===== src/hdl/crce_pkg.sv =====
// constants and types shared by both ends of the crc engine link
// assumes a 32-bit apb data path and 12-bit register offsets
package crce_pkg;

    localparam int unsigned ADDR_W = 12;
    localparam int unsigned DATA_W = 32;

    // register byte offsets
    localparam logic [11:0] OFS_CTRL = 12'h000;
    localparam logic [11:0] OFS_CMD = 12'h004;
    localparam logic [11:0] OFS_SEED = 12'h008;
    localparam logic [11:0] OFS_POLY = 12'h00c;
    localparam logic [11:0] OFS_WORD_IN = 12'h010;
    localparam logic [11:0] OFS_HALF_IN = 12'h014;
    localparam logic [11:0] OFS_BYTE_IN = 12'h018;
    localparam logic [11:0] OFS_RES_REFL = 12'h01c;
    localparam logic [11:0] OFS_RES_NORM = 12'h020;
    localparam logic [11:0] OFS_RES_BSWP = 12'h024;

    // crc_control field positions
    localparam int unsigned CTRL_EN_BIT = 0;
    localparam int unsigned CTRL_POLY_SEL_BIT = 4;
    localparam int unsigned CTRL_BYTE_ONLY_BIT = 8;
    localparam int unsigned CTRL_BIT_FLIP_BIT = 9;
    localparam int unsigned CTRL_BYTE_SWAP_BIT = 10;
    localparam int unsigned CTRL_AUTO_SEED_BIT = 13;
    // crc_command field position
    localparam int unsigned CMD_INIT_BIT = 0;
    // crc_generator_poly top bit, the x^0 term
    localparam int unsigned POLY16_MSB_BIT = 15;

    // reset values
    localparam logic CTRL_FIELD_RST = 1'b0;
    localparam logic [31:0] SEED_RST = 32'h00000000;
    localparam logic [15:0] POLY_RST = 16'h0000;
    localparam logic [31:0] CRC_RST = 32'h00000000;

    // poly_width_select encoding and fixed polynomial
    localparam logic POLY_SEL_FIXED32 = 1'b0;
    localparam logic POLY_SEL_PROG16 = 1'b1;
    localparam logic [31:0] POLY32 = 32'h04c11db7;

    typedef enum logic [1:0] {
        CRCE_W32,
        CRCE_W16,
        CRCE_W8
    } crce_width_t;

endpackage


===== src/hdl/crce_apb_if.sv =====
// apb link between the crc engine host and the crc engine
// assumes both ends run on the same clock, given to each module
`timescale 1ns/1ps
`default_nettype none
interface crce_apb_if;
    logic psel;
    logic penable;
    logic pwrite;
    logic [11:0] paddr;
    logic [31:0] pwdata;
    logic [31:0] prdata;
    logic pready;
    logic pslverr;

    modport dev (
        input psel, penable, pwrite, paddr, pwdata,
        output prdata, pready, pslverr
    );

    modport host (
        output psel, penable, pwrite, paddr, pwdata,
        input prdata, pready, pslverr
    );
endinterface
`default_nettype wire


===== src/hdl/crce_crc_step.sv =====
// one-cycle reflected crc update over 32, 16 or 8 input bits
// assumes input data already reordered; purely combinational
`timescale 1ns/1ps
`default_nettype none
module crce_crc_step (
    input wire logic [31:0] crc_in,
    input wire logic [31:0] data_in,
    input wire crce_pkg::crce_width_t width_in,
    input wire logic poly_sel_in,
    input wire logic [15:0] poly16_in,
    output logic [31:0] crc_out
);
    logic [31:0] poly32_refl;
    logic [31:0] poly_used;
    logic [5:0] nbits;

    genvar g;
    for (g = 0; g < 32; g++) begin : g_rev
        assign poly32_refl[g] = crce_pkg::POLY32[31 - g];
    end

    always_comb begin
        logic [31:0] c;
        logic fb;
        c = crc_in;
        fb = 1'b0;
        case (width_in)
            crce_pkg::CRCE_W16: nbits = 6'h10;
            crce_pkg::CRCE_W8: nbits = 6'h08;
            default: nbits = 6'h20;
        endcase
        // reflected poly: msb is x^0, x^16 (16-bit) or x^32 (32-bit) implicit
        if (poly_sel_in == crce_pkg::POLY_SEL_PROG16) begin
            poly_used = {16'h0000, poly16_in};
            c = {16'h0000, crc_in[15:0]};
        end else begin
            poly_used = poly32_refl;
        end
        // lsb first, right shifting
        for (int i = 0; i < 32; i++) begin
            if (i < int'(nbits)) begin
                fb = c[0] ^ data_in[i];
                c = {1'b0, c[31:1]};
                if (fb) begin
                    c = c ^ poly_used;
                end
            end
        end
        crc_out = c;
    end
endmodule // crce_crc_step
`default_nettype wire


===== src/hdl/crce_dev.sv =====
// crc engine: apb slave register file and single-cycle crc datapath
// assumes an apb master on the link and one shared synchronous reset
// Summary of operation
// - fixed 32-bit polynomial when 32-bit selected
// - programmable register gives the 16-bit polynomial
// - x^16 term implicit, sixteen bits stored
// - polynomial reflected: msb x^0, lsb x^15
// - host sets polynomial top bit to one
// - three input registers fold data into crc
// - host writes input matching data width
// - byte mode uses only lowest byte
// - reflected and normal order result reads
// - one-cycle update stalls result reads, commands
// - seed register then init command loads crc
// - auto seed reloads crc after result reads
// - host uses word-aligned addresses for inputs
// - words by dma, tail bytes by software
// - reorder and bit flip precede crc
// - byte inputs skip swap, keep bit flip
// - halfword swap exchanges low bytes, clears upper
// - word swap reverses bytes, flips combine
// - disabled engine only reorders, no update
// - select zero fixed 32, one programmable 16
`timescale 1ns/1ps
`default_nettype none
module crce_dev (
    input wire logic CORE_CLK_IN,
    input wire logic SRST_IN,
    crce_apb_if.dev APB,
    output logic [31:0] CRC_RESULT_OUT,
    output logic CRC_BUSY_OUT
);
    typedef struct packed {
        logic en;
        logic poly_width_select;
        logic byte_only_input;
        logic per_byte_bit_flip;
        logic byte_order_swap;
        logic auto_seed_on_read;
        logic [31:0] seed;
        logic [15:0] poly;
        logic [31:0] crc;
        logic [31:0] data;
        crce_pkg::crce_width_t width;
        logic busy;
        logic pready;
        logic pslverr;
        logic [31:0] prdata;
    } crce_dev_st_t;

    crce_dev_st_t s_q;
    crce_dev_st_t s_d;

    logic [31:0] step_out;
    logic [31:0] shaped;
    logic [31:0] flipped;
    logic [31:0] rev32;
    logic [15:0] rev16;
    logic [31:0] res_norm;
    logic [31:0] res_bswp;
    logic [31:0] ctrl_rd;
    logic [31:0] rd_mux;
    crce_pkg::crce_width_t in_width;
    logic is_input;
    logic is_result;
    logic mapped;
    logic stall;
    logic done;
    logic [31:0] w;
    logic [11:0] a;

    assign w = APB.pwdata;
    assign a = APB.paddr;

    // input width from register written, byte mode overrides
    always_comb begin
        is_input = 1'b1;
        case (a)
            crce_pkg::OFS_WORD_IN: in_width = crce_pkg::CRCE_W32;
            crce_pkg::OFS_HALF_IN: in_width = crce_pkg::CRCE_W16;
            crce_pkg::OFS_BYTE_IN: in_width = crce_pkg::CRCE_W8;
            default: begin
                in_width = crce_pkg::CRCE_W32;
                is_input = 1'b0;
            end
        endcase
        if (s_q.byte_only_input) begin
            in_width = crce_pkg::CRCE_W8;
        end
    end

    // byte reordering ahead of the crc
    always_comb begin
        case (in_width)
            crce_pkg::CRCE_W16: begin
                if (s_q.byte_order_swap) begin
                    shaped = {16'h0000, w[7:0], w[15:8]};
                end else begin
                    shaped = {16'h0000, w[15:0]};
                end
            end
            crce_pkg::CRCE_W8: shaped = {24'h000000, w[7:0]};
            default: begin
                if (s_q.byte_order_swap) begin
                    shaped = {w[7:0], w[15:8], w[23:16], w[31:24]};
                end else begin
                    shaped = w;
                end
            end
        endcase
    end

    // per-byte bit flip and result bit reversal
    genvar g;
    for (g = 0; g < 32; g++) begin : g_bits
        assign flipped[g] = s_q.per_byte_bit_flip ?
            shaped[(g & ~7) + 7 - (g & 7)] : shaped[g];
        assign rev32[g] = s_q.crc[31 - g];
        if (g < 16) begin : g_rev16
            assign rev16[g] = s_q.crc[15 - g];
        end
    end

    // result views for 32 and 16 bit operation
    always_comb begin
        if (s_q.poly_width_select == crce_pkg::POLY_SEL_PROG16) begin
            res_norm = {16'h0000, rev16};
            res_bswp = {16'h0000, s_q.crc[7:0], s_q.crc[15:8]};
        end else begin
            res_norm = rev32;
            res_bswp = {s_q.crc[7:0], s_q.crc[15:8], s_q.crc[23:16], s_q.crc[31:24]};
        end
    end

    always_comb begin
        ctrl_rd = 32'h00000000;
        ctrl_rd[crce_pkg::CTRL_EN_BIT] = s_q.en;
        ctrl_rd[crce_pkg::CTRL_POLY_SEL_BIT] = s_q.poly_width_select;
        ctrl_rd[crce_pkg::CTRL_BYTE_ONLY_BIT] = s_q.byte_only_input;
        ctrl_rd[crce_pkg::CTRL_BIT_FLIP_BIT] = s_q.per_byte_bit_flip;
        ctrl_rd[crce_pkg::CTRL_BYTE_SWAP_BIT] = s_q.byte_order_swap;
        ctrl_rd[crce_pkg::CTRL_AUTO_SEED_BIT] = s_q.auto_seed_on_read;
    end

    // read mux and address decode
    always_comb begin
        mapped = 1'b1;
        is_result = 1'b0;
        case (a)
            crce_pkg::OFS_CTRL: rd_mux = ctrl_rd;
            crce_pkg::OFS_CMD: rd_mux = 32'h00000000;
            crce_pkg::OFS_SEED: rd_mux = s_q.seed;
            crce_pkg::OFS_POLY: rd_mux = {16'h0000, s_q.poly};
            crce_pkg::OFS_WORD_IN, crce_pkg::OFS_HALF_IN,
            crce_pkg::OFS_BYTE_IN: rd_mux = 32'h00000000;
            crce_pkg::OFS_RES_REFL: begin
                rd_mux = s_q.crc;
                is_result = 1'b1;
            end
            crce_pkg::OFS_RES_NORM: begin
                rd_mux = res_norm;
                is_result = 1'b1;
            end
            crce_pkg::OFS_RES_BSWP: begin
                rd_mux = res_bswp;
                is_result = 1'b1;
            end
            default: begin
                rd_mux = 32'h00000000;
                mapped = 1'b0;
            end
        endcase
    end

    crce_crc_step crce_crc_step_i (
        .crc_in(s_q.crc),
        .data_in(s_q.data),
        .width_in(s_q.width),
        .poly_sel_in(s_q.poly_width_select),
        .poly16_in(s_q.poly),
        .crc_out(step_out)
    );

    // hold result reads and command writes during an update
    assign stall = s_q.busy & ((!APB.pwrite & is_result)
        | (APB.pwrite & (a == crce_pkg::OFS_CMD)));
    assign done = APB.psel & APB.penable & s_q.pready;

    always_comb begin
        s_d = s_q;
        s_d.busy = 1'b0;
        if (s_q.busy) begin
            s_d.crc = step_out;
        end
        s_d.pready = APB.psel & !done & !stall;
        if (s_d.pready & !s_q.pready) begin
            s_d.prdata = APB.pwrite ? 32'h00000000 : rd_mux;
            s_d.pslverr = !mapped;
        end
        if (done) begin
            s_d.pslverr = 1'b0;
        end
        if (done & APB.pwrite & mapped) begin
            case (a)
                crce_pkg::OFS_CTRL: begin
                    s_d.en = w[crce_pkg::CTRL_EN_BIT];
                    s_d.per_byte_bit_flip = w[crce_pkg::CTRL_BIT_FLIP_BIT];
                    s_d.byte_order_swap = w[crce_pkg::CTRL_BYTE_SWAP_BIT];
                    // disabled engine: only enable and reorder settings take
                    if (w[crce_pkg::CTRL_EN_BIT] | s_q.en) begin
                        s_d.poly_width_select = w[crce_pkg::CTRL_POLY_SEL_BIT];
                        s_d.byte_only_input = w[crce_pkg::CTRL_BYTE_ONLY_BIT];
                        s_d.auto_seed_on_read = w[crce_pkg::CTRL_AUTO_SEED_BIT];
                    end
                end
                crce_pkg::OFS_CMD: begin
                    if (w[crce_pkg::CMD_INIT_BIT]) begin
                        s_d.crc = s_q.seed;
                    end
                end
                crce_pkg::OFS_SEED: s_d.seed = w;
                crce_pkg::OFS_POLY: s_d.poly = w[15:0];
                default: begin
                    if (is_input) begin
                        s_d.data = flipped;
                        s_d.width = in_width;
                        s_d.busy = s_q.en;
                    end
                end
            endcase
        end
        if (done & !APB.pwrite & is_result & s_q.auto_seed_on_read) begin
            s_d.crc = s_q.seed;
        end
    end

    always_ff @(posedge CORE_CLK_IN) begin
        if (SRST_IN) begin
            s_q.en <= crce_pkg::CTRL_FIELD_RST;
            s_q.poly_width_select <= crce_pkg::CTRL_FIELD_RST;
            s_q.byte_only_input <= crce_pkg::CTRL_FIELD_RST;
            s_q.per_byte_bit_flip <= crce_pkg::CTRL_FIELD_RST;
            s_q.byte_order_swap <= crce_pkg::CTRL_FIELD_RST;
            s_q.auto_seed_on_read <= crce_pkg::CTRL_FIELD_RST;
            s_q.seed <= crce_pkg::SEED_RST;
            s_q.poly <= crce_pkg::POLY_RST;
            s_q.crc <= crce_pkg::CRC_RST;
            s_q.data <= 32'h00000000;
            s_q.width <= crce_pkg::CRCE_W32;
            s_q.busy <= 1'b0;
            s_q.pready <= 1'b0;
            s_q.pslverr <= 1'b0;
            s_q.prdata <= 32'h00000000;
        end else begin
            s_q <= s_d;
        end
    end

    assign APB.pready = s_q.pready;
    assign APB.pslverr = s_q.pslverr;
    assign APB.prdata = s_q.prdata;
    // status toward the user side, straight from the state register
    assign CRC_RESULT_OUT = s_q.crc;
    assign CRC_BUSY_OUT = s_q.busy;
endmodule // crce_dev
`default_nettype wire


===== src/flat_wrapper.sv =====
// flat-port wrapper written by rule: the top's interface ports become plain ports
module crce_dev_flat 
  (CORE_CLK_IN, SRST_IN, CRC_RESULT_OUT, CRC_BUSY_OUT, APB_psel, APB_penable, APB_pwrite, APB_paddr, APB_pwdata, APB_prdata, APB_pready, APB_pslverr);
  crce_apb_if APB_i ();
  input wire logic CORE_CLK_IN;
  input wire logic SRST_IN;
  output logic [31:0] CRC_RESULT_OUT;
  output logic CRC_BUSY_OUT;
  input wire logic [$bits(APB_i.psel)-1:0] APB_psel;
  input wire logic [$bits(APB_i.penable)-1:0] APB_penable;
  input wire logic [$bits(APB_i.pwrite)-1:0] APB_pwrite;
  input wire logic [$bits(APB_i.paddr)-1:0] APB_paddr;
  input wire logic [$bits(APB_i.pwdata)-1:0] APB_pwdata;
  output wire logic [$bits(APB_i.prdata)-1:0] APB_prdata;
  output wire logic [$bits(APB_i.pready)-1:0] APB_pready;
  output wire logic [$bits(APB_i.pslverr)-1:0] APB_pslverr;
  assign APB_i.psel = APB_psel;
  assign APB_i.penable = APB_penable;
  assign APB_i.pwrite = APB_pwrite;
  assign APB_i.paddr = APB_paddr;
  assign APB_i.pwdata = APB_pwdata;
  assign APB_prdata = APB_i.prdata;
  assign APB_pready = APB_i.pready;
  assign APB_pslverr = APB_i.pslverr;
  crce_dev u_core (.CORE_CLK_IN(CORE_CLK_IN), .SRST_IN(SRST_IN), .APB(APB_i), .CRC_RESULT_OUT(CRC_RESULT_OUT), .CRC_BUSY_OUT(CRC_BUSY_OUT));
endmodule

===== config.mk =====
export PLATFORM = sky130hd
export DESIGN_NAME = crce_dev_flat
export DESIGN_NICKNAME = d
export VERILOG_FILES = /design/src/hdl/crce_pkg.sv /design/src/hdl/crce_apb_if.sv /design/src/hdl/crce_crc_step.sv /design/src/hdl/crce_dev.sv /design/src/flat_wrapper.sv
export SDC_FILE = /design/constraint.sdc
export NUM_CORES = 1
export LEC_CHECK = 0
export BUFFER_PORTS_ARGS = -buffer_cell sky130_fd_sc_hd__buf_2
export CORE_MARGIN = 2
export CORE_UTILIZATION = 55
export DETAILED_ROUTE_END_ITERATION = 10
export PLACE_DENSITY_LB_ADDON = 0.05
export SETUP_SLACK_MARGIN = 0.1
export SLEW_MARGIN = 15
export SYNTH_ARGS = -nofsm -noshare
export SYNTH_HDL_FRONTEND = slang
export SYNTH_SLANG_ARGS = --single-unit

===== constraint.sdc =====
create_clock -name CORE_CLK_IN -period 15.08 [get_ports CORE_CLK_IN]
set_input_delay 3.016 -clock CORE_CLK_IN [delete_from_list [all_inputs] [get_ports CORE_CLK_IN]]
set_output_delay 3.016 -clock CORE_CLK_IN [all_outputs]
set_load 0.05 [all_outputs]

Word-level counts from Yosys, hierarchy flattened
Index checks and enable logic that the tools add are counted.
{ "op_classes": {"order_cmp": 32, "eq_ne": 13, "muxes": 118, "bitwise_logic": 82, "reduce_logical": 17} }
{ "ops": {"columns": ["op", "n"], "rows": [
  ["2-to-1 mux 32 bit", 74],
  ["bitwise XOR 31 x 32 -> 32 bit", 32],
  ["one-hot mux 32 bit (6 select lines)", 1],
  ["less-than comparator 5 x 6 -> 1 bit (first input constant)", 16],
  ["2-to-1 mux 35 bit", 2],
  ["2-to-1 mux 67 bit", 1],
  ["one-hot mux 32 bit (2 select lines)", 1],
  ["== test 12 x 5 -> 1 bit (second input constant)", 4],
  ["less-than comparator 4 x 6 -> 1 bit (first input constant)", 8],
  ["2-to-1 mux 1 bit", 35],
  ["bitwise XOR 1 bit", 32],
  ["== test 12 x 4 -> 1 bit (second input constant)", 2],
  ["== test 12 x 6 -> 1 bit (second input constant)", 2],
  ["less-than comparator 3 x 6 -> 1 bit (first input constant)", 4],
  ["2-to-1 mux 16 bit", 1],
  ["AND 1 bit", 13],
  ["== test 12 x 3 -> 1 bit (second input constant)", 1],
  ["logical NOT 12 bit", 1],
  ["less-than comparator 1 x 6 -> 1 bit (first input constant)", 2],
  ["less-than comparator 2 x 6 -> 1 bit (first input constant)", 2],
  ["one-hot mux 6 bit (2 select lines)", 1],
  ["OR reduction 10 bit", 1],
  ["OR reduction 7 bit", 1],
  ["AND reduction 2 bit", 3],
  ["other kinds (11)", 22]
]} }
{ "word_totals": {"ff_bits": 155, "in_bits": 49, "wordCells": 277} }

Depth between registers and ports, before layout
{ "depth": {"ltp_word": 102, "depth_mapped": 72} }

Cells and area by module
Synthesis repeated with hierarchy kept, for this count alone.
{ "unflattened": {"cells_unflattened": 3433, "area_unflattened_um2": 24491.0} }
{ "modules_own_cells": {"columns": ["module", "instances", "cells_each", "area_per_inst_um2", "seq_area_each_um2"], "rows": [
  ["crce_crc_step", 1, 2417, 15768.9, 0.0],
  ["crce_dev", 1, 1016, 8722.1, 3103.0]
]} }

Worst setup path after synthesis
No wires, ideal clock.
{ "synth_timing": {"path_type": "register -> register", "startpoint": "register u_core.s_q, in the netlist u_core.CRC_RESULT_OUT[1]", "endpoint": "register u_core.s_q, in the netlist u_core.CRC_RESULT_OUT[4]", "setup_ns": 0.088, "arrival_ns": 15.858, "required_ns": 14.992, "setup_slack_ns": -0.866, "path_stages_with_launch": 63, "period_less_slack_ns": 15.946, "path_cell_list": "dfxtp_1 > buf_2 > xor2_2 > o21ai_1 > a31oi_1 > a211oi_4 > or4_4 > a21oi_1 > xnor3_1 > xnor2_1 > mux2i_1 > o211ai_1 > xnor2_1 > nor3_2 > or4_1 > o221a_1 > and4_4 > xor2_2 > [27 not listed] > nand4_2 > xnor2_2 > mux2_1 > or3_1 > buf_6 > o211a_1 > or4_1 > a21o_1 > nand3_2 > buf_6 > mux2_1 > nand4_2 > mux2_4 > nor3_4 > buf_4 > a21oi_1 > nand3b_1 > a311oi_2"} }
{ "synth_between": {"elab_chain_len": 102, "word_cells_on_any_way": 133} }
{ "synth_lines": {"columns": ["element", "line_no", "rtl"], "rows": [
  ["start, declared", "crce_dev.sv:51", "crce_dev_st_t s_q;"],
  ["2-to-1 mux 32 bit *", "crce_crc_step.sv:33", "if (poly_sel_in == crce_pkg::POLY_SEL_PROG16) begin"],
  ["bitwise XOR 31 x 32 -> 32 bit", "crce_crc_step.sv:45", "c = c ^ poly_used;"],
  ["2-to-1 mux 32 bit", "crce_crc_step.sv:44", "if (fb) begin"],
  ["2-to-1 mux 32 bit *", "crce_crc_step.sv:41", "if (i < int'(nbits)) begin"],
  ["bitwise XOR 1 bit", "crce_crc_step.sv:42", "fb = c[0] ^ data_in[i];"],
  ["2-to-1 mux 32 bit", "crce_crc_step.sv:44", null],
  ["2-to-1 mux 32 bit *", "crce_crc_step.sv:41", null],
  ["bitwise XOR 31 x 32 -> 32 bit or bitwise XOR 1 bit (tied branches)", "crce_crc_step.sv:45, crce_crc_step.sv:42", null],
  ["[86 not listed]", null, null],
  ["bitwise XOR 31 x 32 -> 32 bit or bitwise XOR 1 bit (tied branches)", "crce_crc_step.sv:45, crce_crc_step.sv:42", null],
  ["2-to-1 mux 32 bit", "crce_crc_step.sv:44", null],
  ["2-to-1 mux 32 bit *", "crce_crc_step.sv:41", null],
  ["2-to-1 mux 32 bit *", "crce_dev.sv:192", "if (s_q.busy) begin"],
  ["2-to-1 mux 32 bit", "crce_dev.sv:217", "if (w[crce_pkg::CMD_INIT_BIT]) begin"],
  ["2-to-1 mux 32 bit", "crce_dev.sv:204", "case (a)"],
  ["2-to-1 mux 67 bit *", "crce_dev.sv:203", "if (done & APB.pwrite & mapped) begin"],
  ["2-to-1 mux 32 bit *", "crce_dev.sv:232", "if (done & !APB.pwrite & is_result & s_q.auto_seed_on_read) begin"]
]} }
Mark *: on every way between the ends. The rest lies on a longest branch, timed or not.
A chain may end at the register's enable or synchronous reset.

Worst setup path in the final report
{ "layout_timing": {"startpoint": "register u_core.s_q, in the netlist u_core.CRC_RESULT_OUT[0]", "endpoint": "register u_core.s_q, in the netlist u_core.CRC_RESULT_OUT[8]"} }
{ "layout_between": {"elab_chain_len": 102, "word_cells_on_any_way": 133} }
{ "layout_lines": {"columns": ["element", "line_no"], "rows": [
  ["2-to-1 mux 32 bit *", "crce_crc_step.sv:33"],
  ["bitwise XOR 1 bit", "crce_crc_step.sv:42"],
  ["2-to-1 mux 32 bit", "crce_crc_step.sv:44"],
  ["2-to-1 mux 32 bit *", "crce_crc_step.sv:41"],
  ["bitwise XOR 31 x 32 -> 32 bit or bitwise XOR 1 bit (tied branches)", "crce_crc_step.sv:45, crce_crc_step.sv:42"],
  ["2-to-1 mux 32 bit", "crce_crc_step.sv:44"],
  ["2-to-1 mux 32 bit *", "crce_crc_step.sv:41"],
  ["bitwise XOR 31 x 32 -> 32 bit or bitwise XOR 1 bit (tied branches)", "crce_crc_step.sv:45, crce_crc_step.sv:42"],
  ["[86 not listed]", null],
  ["bitwise XOR 31 x 32 -> 32 bit or bitwise XOR 1 bit (tied branches)", "crce_crc_step.sv:45, crce_crc_step.sv:42"],
  ["2-to-1 mux 32 bit", "crce_crc_step.sv:44"],
  ["2-to-1 mux 32 bit *", "crce_crc_step.sv:41"],
  ["2-to-1 mux 32 bit *", "crce_dev.sv:192"],
  ["2-to-1 mux 32 bit", "crce_dev.sv:217"],
  ["2-to-1 mux 32 bit", "crce_dev.sv:204"],
  ["2-to-1 mux 67 bit *", "crce_dev.sv:203"],
  ["2-to-1 mux 32 bit *", "crce_dev.sv:232"]
]} }
Marked as above.

==> results.toml <==
[clocking]
clk_root_buffer_cell = "clkbuf_16"
number_of_buffers_added_to_fix_hold_violations_after_cts = 0
clkSinkCount = 155
tritoncts = "done"
clk_latency_ns = 0.47
tritoncts.num_buffers = 17
clkSlewWorstSetupHoldPaths_ns = 0.08
htree_levels = 4
clock_path_buffers = 2

[finish]
final_net_count = 3796
multi_input_comb_area_mm2 = 0.02141
sequential_standard_cell_area_mm2 = 0.003126
layout.cells.most_common = "nor2_1"
layout.cells.most_common_list = "nor2_1, xnor2_1, nand2_1, buf_4, a21oi_1"
fillCellCount = 3796
layout-drive-gt1-share = 0.2667
area_growth_pct = 23.19

[worst_setup_path]
cp-start-kind = "flop"
worstSetupPathType = "flop to flop"
worst_path_dominant_cell_family = "simple AND/OR/NAND/NOR gates"
critical_path.max_stage_delay_ns = 0.56
crit_fanout = 8
timing.critical_path.to_type = "flop"
critical_path_depth = 68
cp.required_ns = 15.44
r2r.worst_path.cells = 68
cp_num_buf_inv = 10
critPathSlowestCell = "or4_4"
r2r_slack_ns = -1.19
critical_path_arrival_ns = 16.63

[power]
seq_power_share = 0.450
power.switching_w = 0.0002616
clockPowerShare = 0.500
switching_share = 0.2881
cell_internal_pwr_w = 0.0006463
power_leakage_nw = 10.91
power_density_mw_per_mm2 = 30.07
power_w = 0.0009079
power.ir.vdd_worst_v = 0.00005486
proportion_of_power_drawn_by_combinational_gates = 0.050

[detailed_routing]
firstDrtPassIters = 10
detail_route.wirelength_um = 106300
detail_route.vias_per_cell = 6.546
avgRoutedWirePerCell_um = 24.45
dr.first_iter.drc_count = 3865
vias = 28474
post-route-drc-count = 0
postRouteAntennaNets = 0

[yosys]
post-synth-top-area-fraction = 0.1855
post_synth_mux_area_share = 0.05478
synth-async-reset-ratio = 0
synth-main-ff-cell = "dfxtp_1"
synthesis.nets = 3602
syn_avg_cell_area_um2 = 6.903
netlist.top_cell.by_area = "xnor2_1"
post_synth_fa_ha_maj_area_fraction = 0.001532
synth_top_family_by_area = "simple AND/OR/NAND/NOR gates"
synth-simple-area-share = 0.2782
synth_xor_xnor_area_share = 0.2437
synth_compound_gate_area_share = 0.2073
netlist_area_before_placement_mm2 = 0.02451
synth_warnings = 0
ys_seq_elements = 155
seq_area_frac_synth = 0.1266
synth-edff-count = 0
yosys.cell_types.count = 127
synthCells = 3550
synth_top_cells_by_area = "xnor2_1, dfxtp_1, nor2_1"

[sta]
finalSetupViolations = 32
max_freq_mhz = 61.47
clock-skew-final_ns = 0.02420
timing_hold_violations_final = 0
final.setup.tns_ns = -31.16
timing.max_slew.rel_slack = 0.1966
min_period_ns = 16.27
final.setup.worst_slack_ns = -1.187
unrepaired_setup_endpoints_after_global_routing = "true"
max_slew.worst_pin.slew_ns = 1.201
final-max-slew-violation-count = 0
finalHoldWorstSlack_ns = 0.4795
fin_crit_sh = 1.079

[placed_design]
buffer_ports.inserted = 115
hpwl_um = 77120
preCtsSetupSlack_ns = -1.333
place.gp.congestion = 1.016

[global_route]
overflow = 0
pin_count_of_the_biggest_net_entering_global_routing = 100
initial_antenna_violation_count = 2
total_global_route_track_usage = 0.4335
first_global_vias = 25780
grt_pass1_wl_um = 156500

[floorplanning]
core_mm2 = 0.04412
chipHeight_um = 215.1
rows = 77
die-width_um = 215.1
io-pin-count = 116
die_area_mm2 = 0.04626
start_util = 0.5554

[status]
status = "finished, violations left"
violations = "setup timing"

[worst_hold_path]
min_path_cells = 2
holdCritPathClass = "flop to flop"

[flow_run]
max_cap_viol_count = 0
final timing paths:
check	startpoint	end
min reg2reg	u_core.s_q[131]	u_core.s_q[131]
min	u_core.s_q[131]	u_core.s_q[131]
max reg2reg	u_core.CRC_RESULT_OUT[0]	u_core.CRC_RESULT_OUT[8]
max	u_core.CRC_RESULT_OUT[0]	u_core.CRC_RESULT_OUT[8]
cells by family after synthesis:
| family | after synthesis |
|---|---|
| mux | 125 |
| compound gates | 740 |
| buf+inv | 412 |
| xor+xnor | 638 |
| flops | 155 |
| fa+ha+maj | 3 |
| simple gates | 1477 |
synth_stat cells (14+ instances only):
| library cell | count |
|---|---|
| or4_1 | 15 |
| a221oi_1 | 29 |
| xnor2_1 | 519 |
| buf_1 | 29 |
| nor2_1 | 507 |
| o21ai_1 | 19 |
| a31oi_1 | 33 |
| a211oi_1 | 51 |
| a311oi_1 | 18 |
| and2_1 | 32 |
| dfxtp_1 | 155 |
| mux2_2 | 37 |
| xor2_1 | 81 |
| o211ai_1 | 31 |
| nand2b_1 | 18 |
| nand3_1 | 78 |
| mux2i_1 | 78 |
| nor3_1 | 143 |
| or3_1 | 28 |
| xnor2_2 | 17 |
| o21ai_0 | 91 |
| nand4_1 | 36 |
| a21oi_1 | 232 |
| inv_1 | 37 |
| o31ai_1 | 19 |
| buf_2 | 33 |
| buf_4 | 114 |
| nand2_1 | 450 |
| nor4_1 | 38 |
| a22o_1 | 14 |
| and3_1 | 31 |
| clkbuf_1 | 172 |
| a22oi_1 | 39 |
layout make-up:
cell class | instances | share of cell area
clock inverters | 15 | 0.005844
diodes | 1 | 0.00008289
repair buffers | 547 | 0.1377
multi-input cells | 2983 | 0.7093
inverters | 40 | 0.004973
well taps | 592 | 0.02454
flip-flops and latches | 155 | 0.1035
clock buffers | 17 | 0.01409
routing by layer:
metal / vias to the layer above / wire, um / GRT usage
met4: 0 / 7078 / 0.2384
met2: 1957 / 45690 / 0.6625
met1: 13439 / 41300 / 0.5790
li1: 12666 / - / -
met3: 412 / 12270 / 0.07587
met5: - / 0 / 0
power by group through the flow:
stage / Clock, W / Combinational (W) / Sequential [W]
finish: 0.000454 / 0.0000452 / 0.000409
global route: 0.000470 / 0.0000472 / 0.000409
CTS: 0.000453 / 0.0000430 / 0.000409
detailed placement: 0 / 0.0000428 / 0.000419
global placement: 0 / 0.0000424 / 0.000419
floorplan: 0 / 0.0000213 / 0.000420
worst register-to-register path, delay by kind of cell, from the launching register on:
family / cells / cell delay (ns)
AND/OR/NAND/NOR: 23 / 5.22
multiplexers: 5 / 1.69
XOR/XNOR: 15 / 3.30
AO/OA/AOI/OAI: 15 / 4.03
buffers and inverters: 10 / 1.57
flip-flops: 1 / 0.38
state kept, by name (all words and copies together), names as in the netlist:
register,cells
u_core.CRC_RESULT_OUT,32
u_core.APB.pslverr,1
u_core.s_q,82
u_core.ctrl_rd,6
u_core.APB.prdata,32
u_core.CRC_BUSY_OUT,1
u_core.APB.pready,1
stage by stage:
stage	cells	cell area [um^2]	utilization
after floorplan	3550	24860	-
after global placement	4250	27030	0.6126
after detailed placement	4250	27030	0.6126
after CTS	4323	29050	0.6583
after global routing	4349	30190	0.6841
final	4350	30190	0.6842
timing repair:
action | in CTS | in global routing
endpoints found under the setup margin | 32 | 32
buffers inserted | 41 | 26
hold endpoints to repair | 0 | 0
pin swaps | 84 | 97
gates resized for setup | 196 | 187
Note: power is estimated with default switching activity, not from simulation.
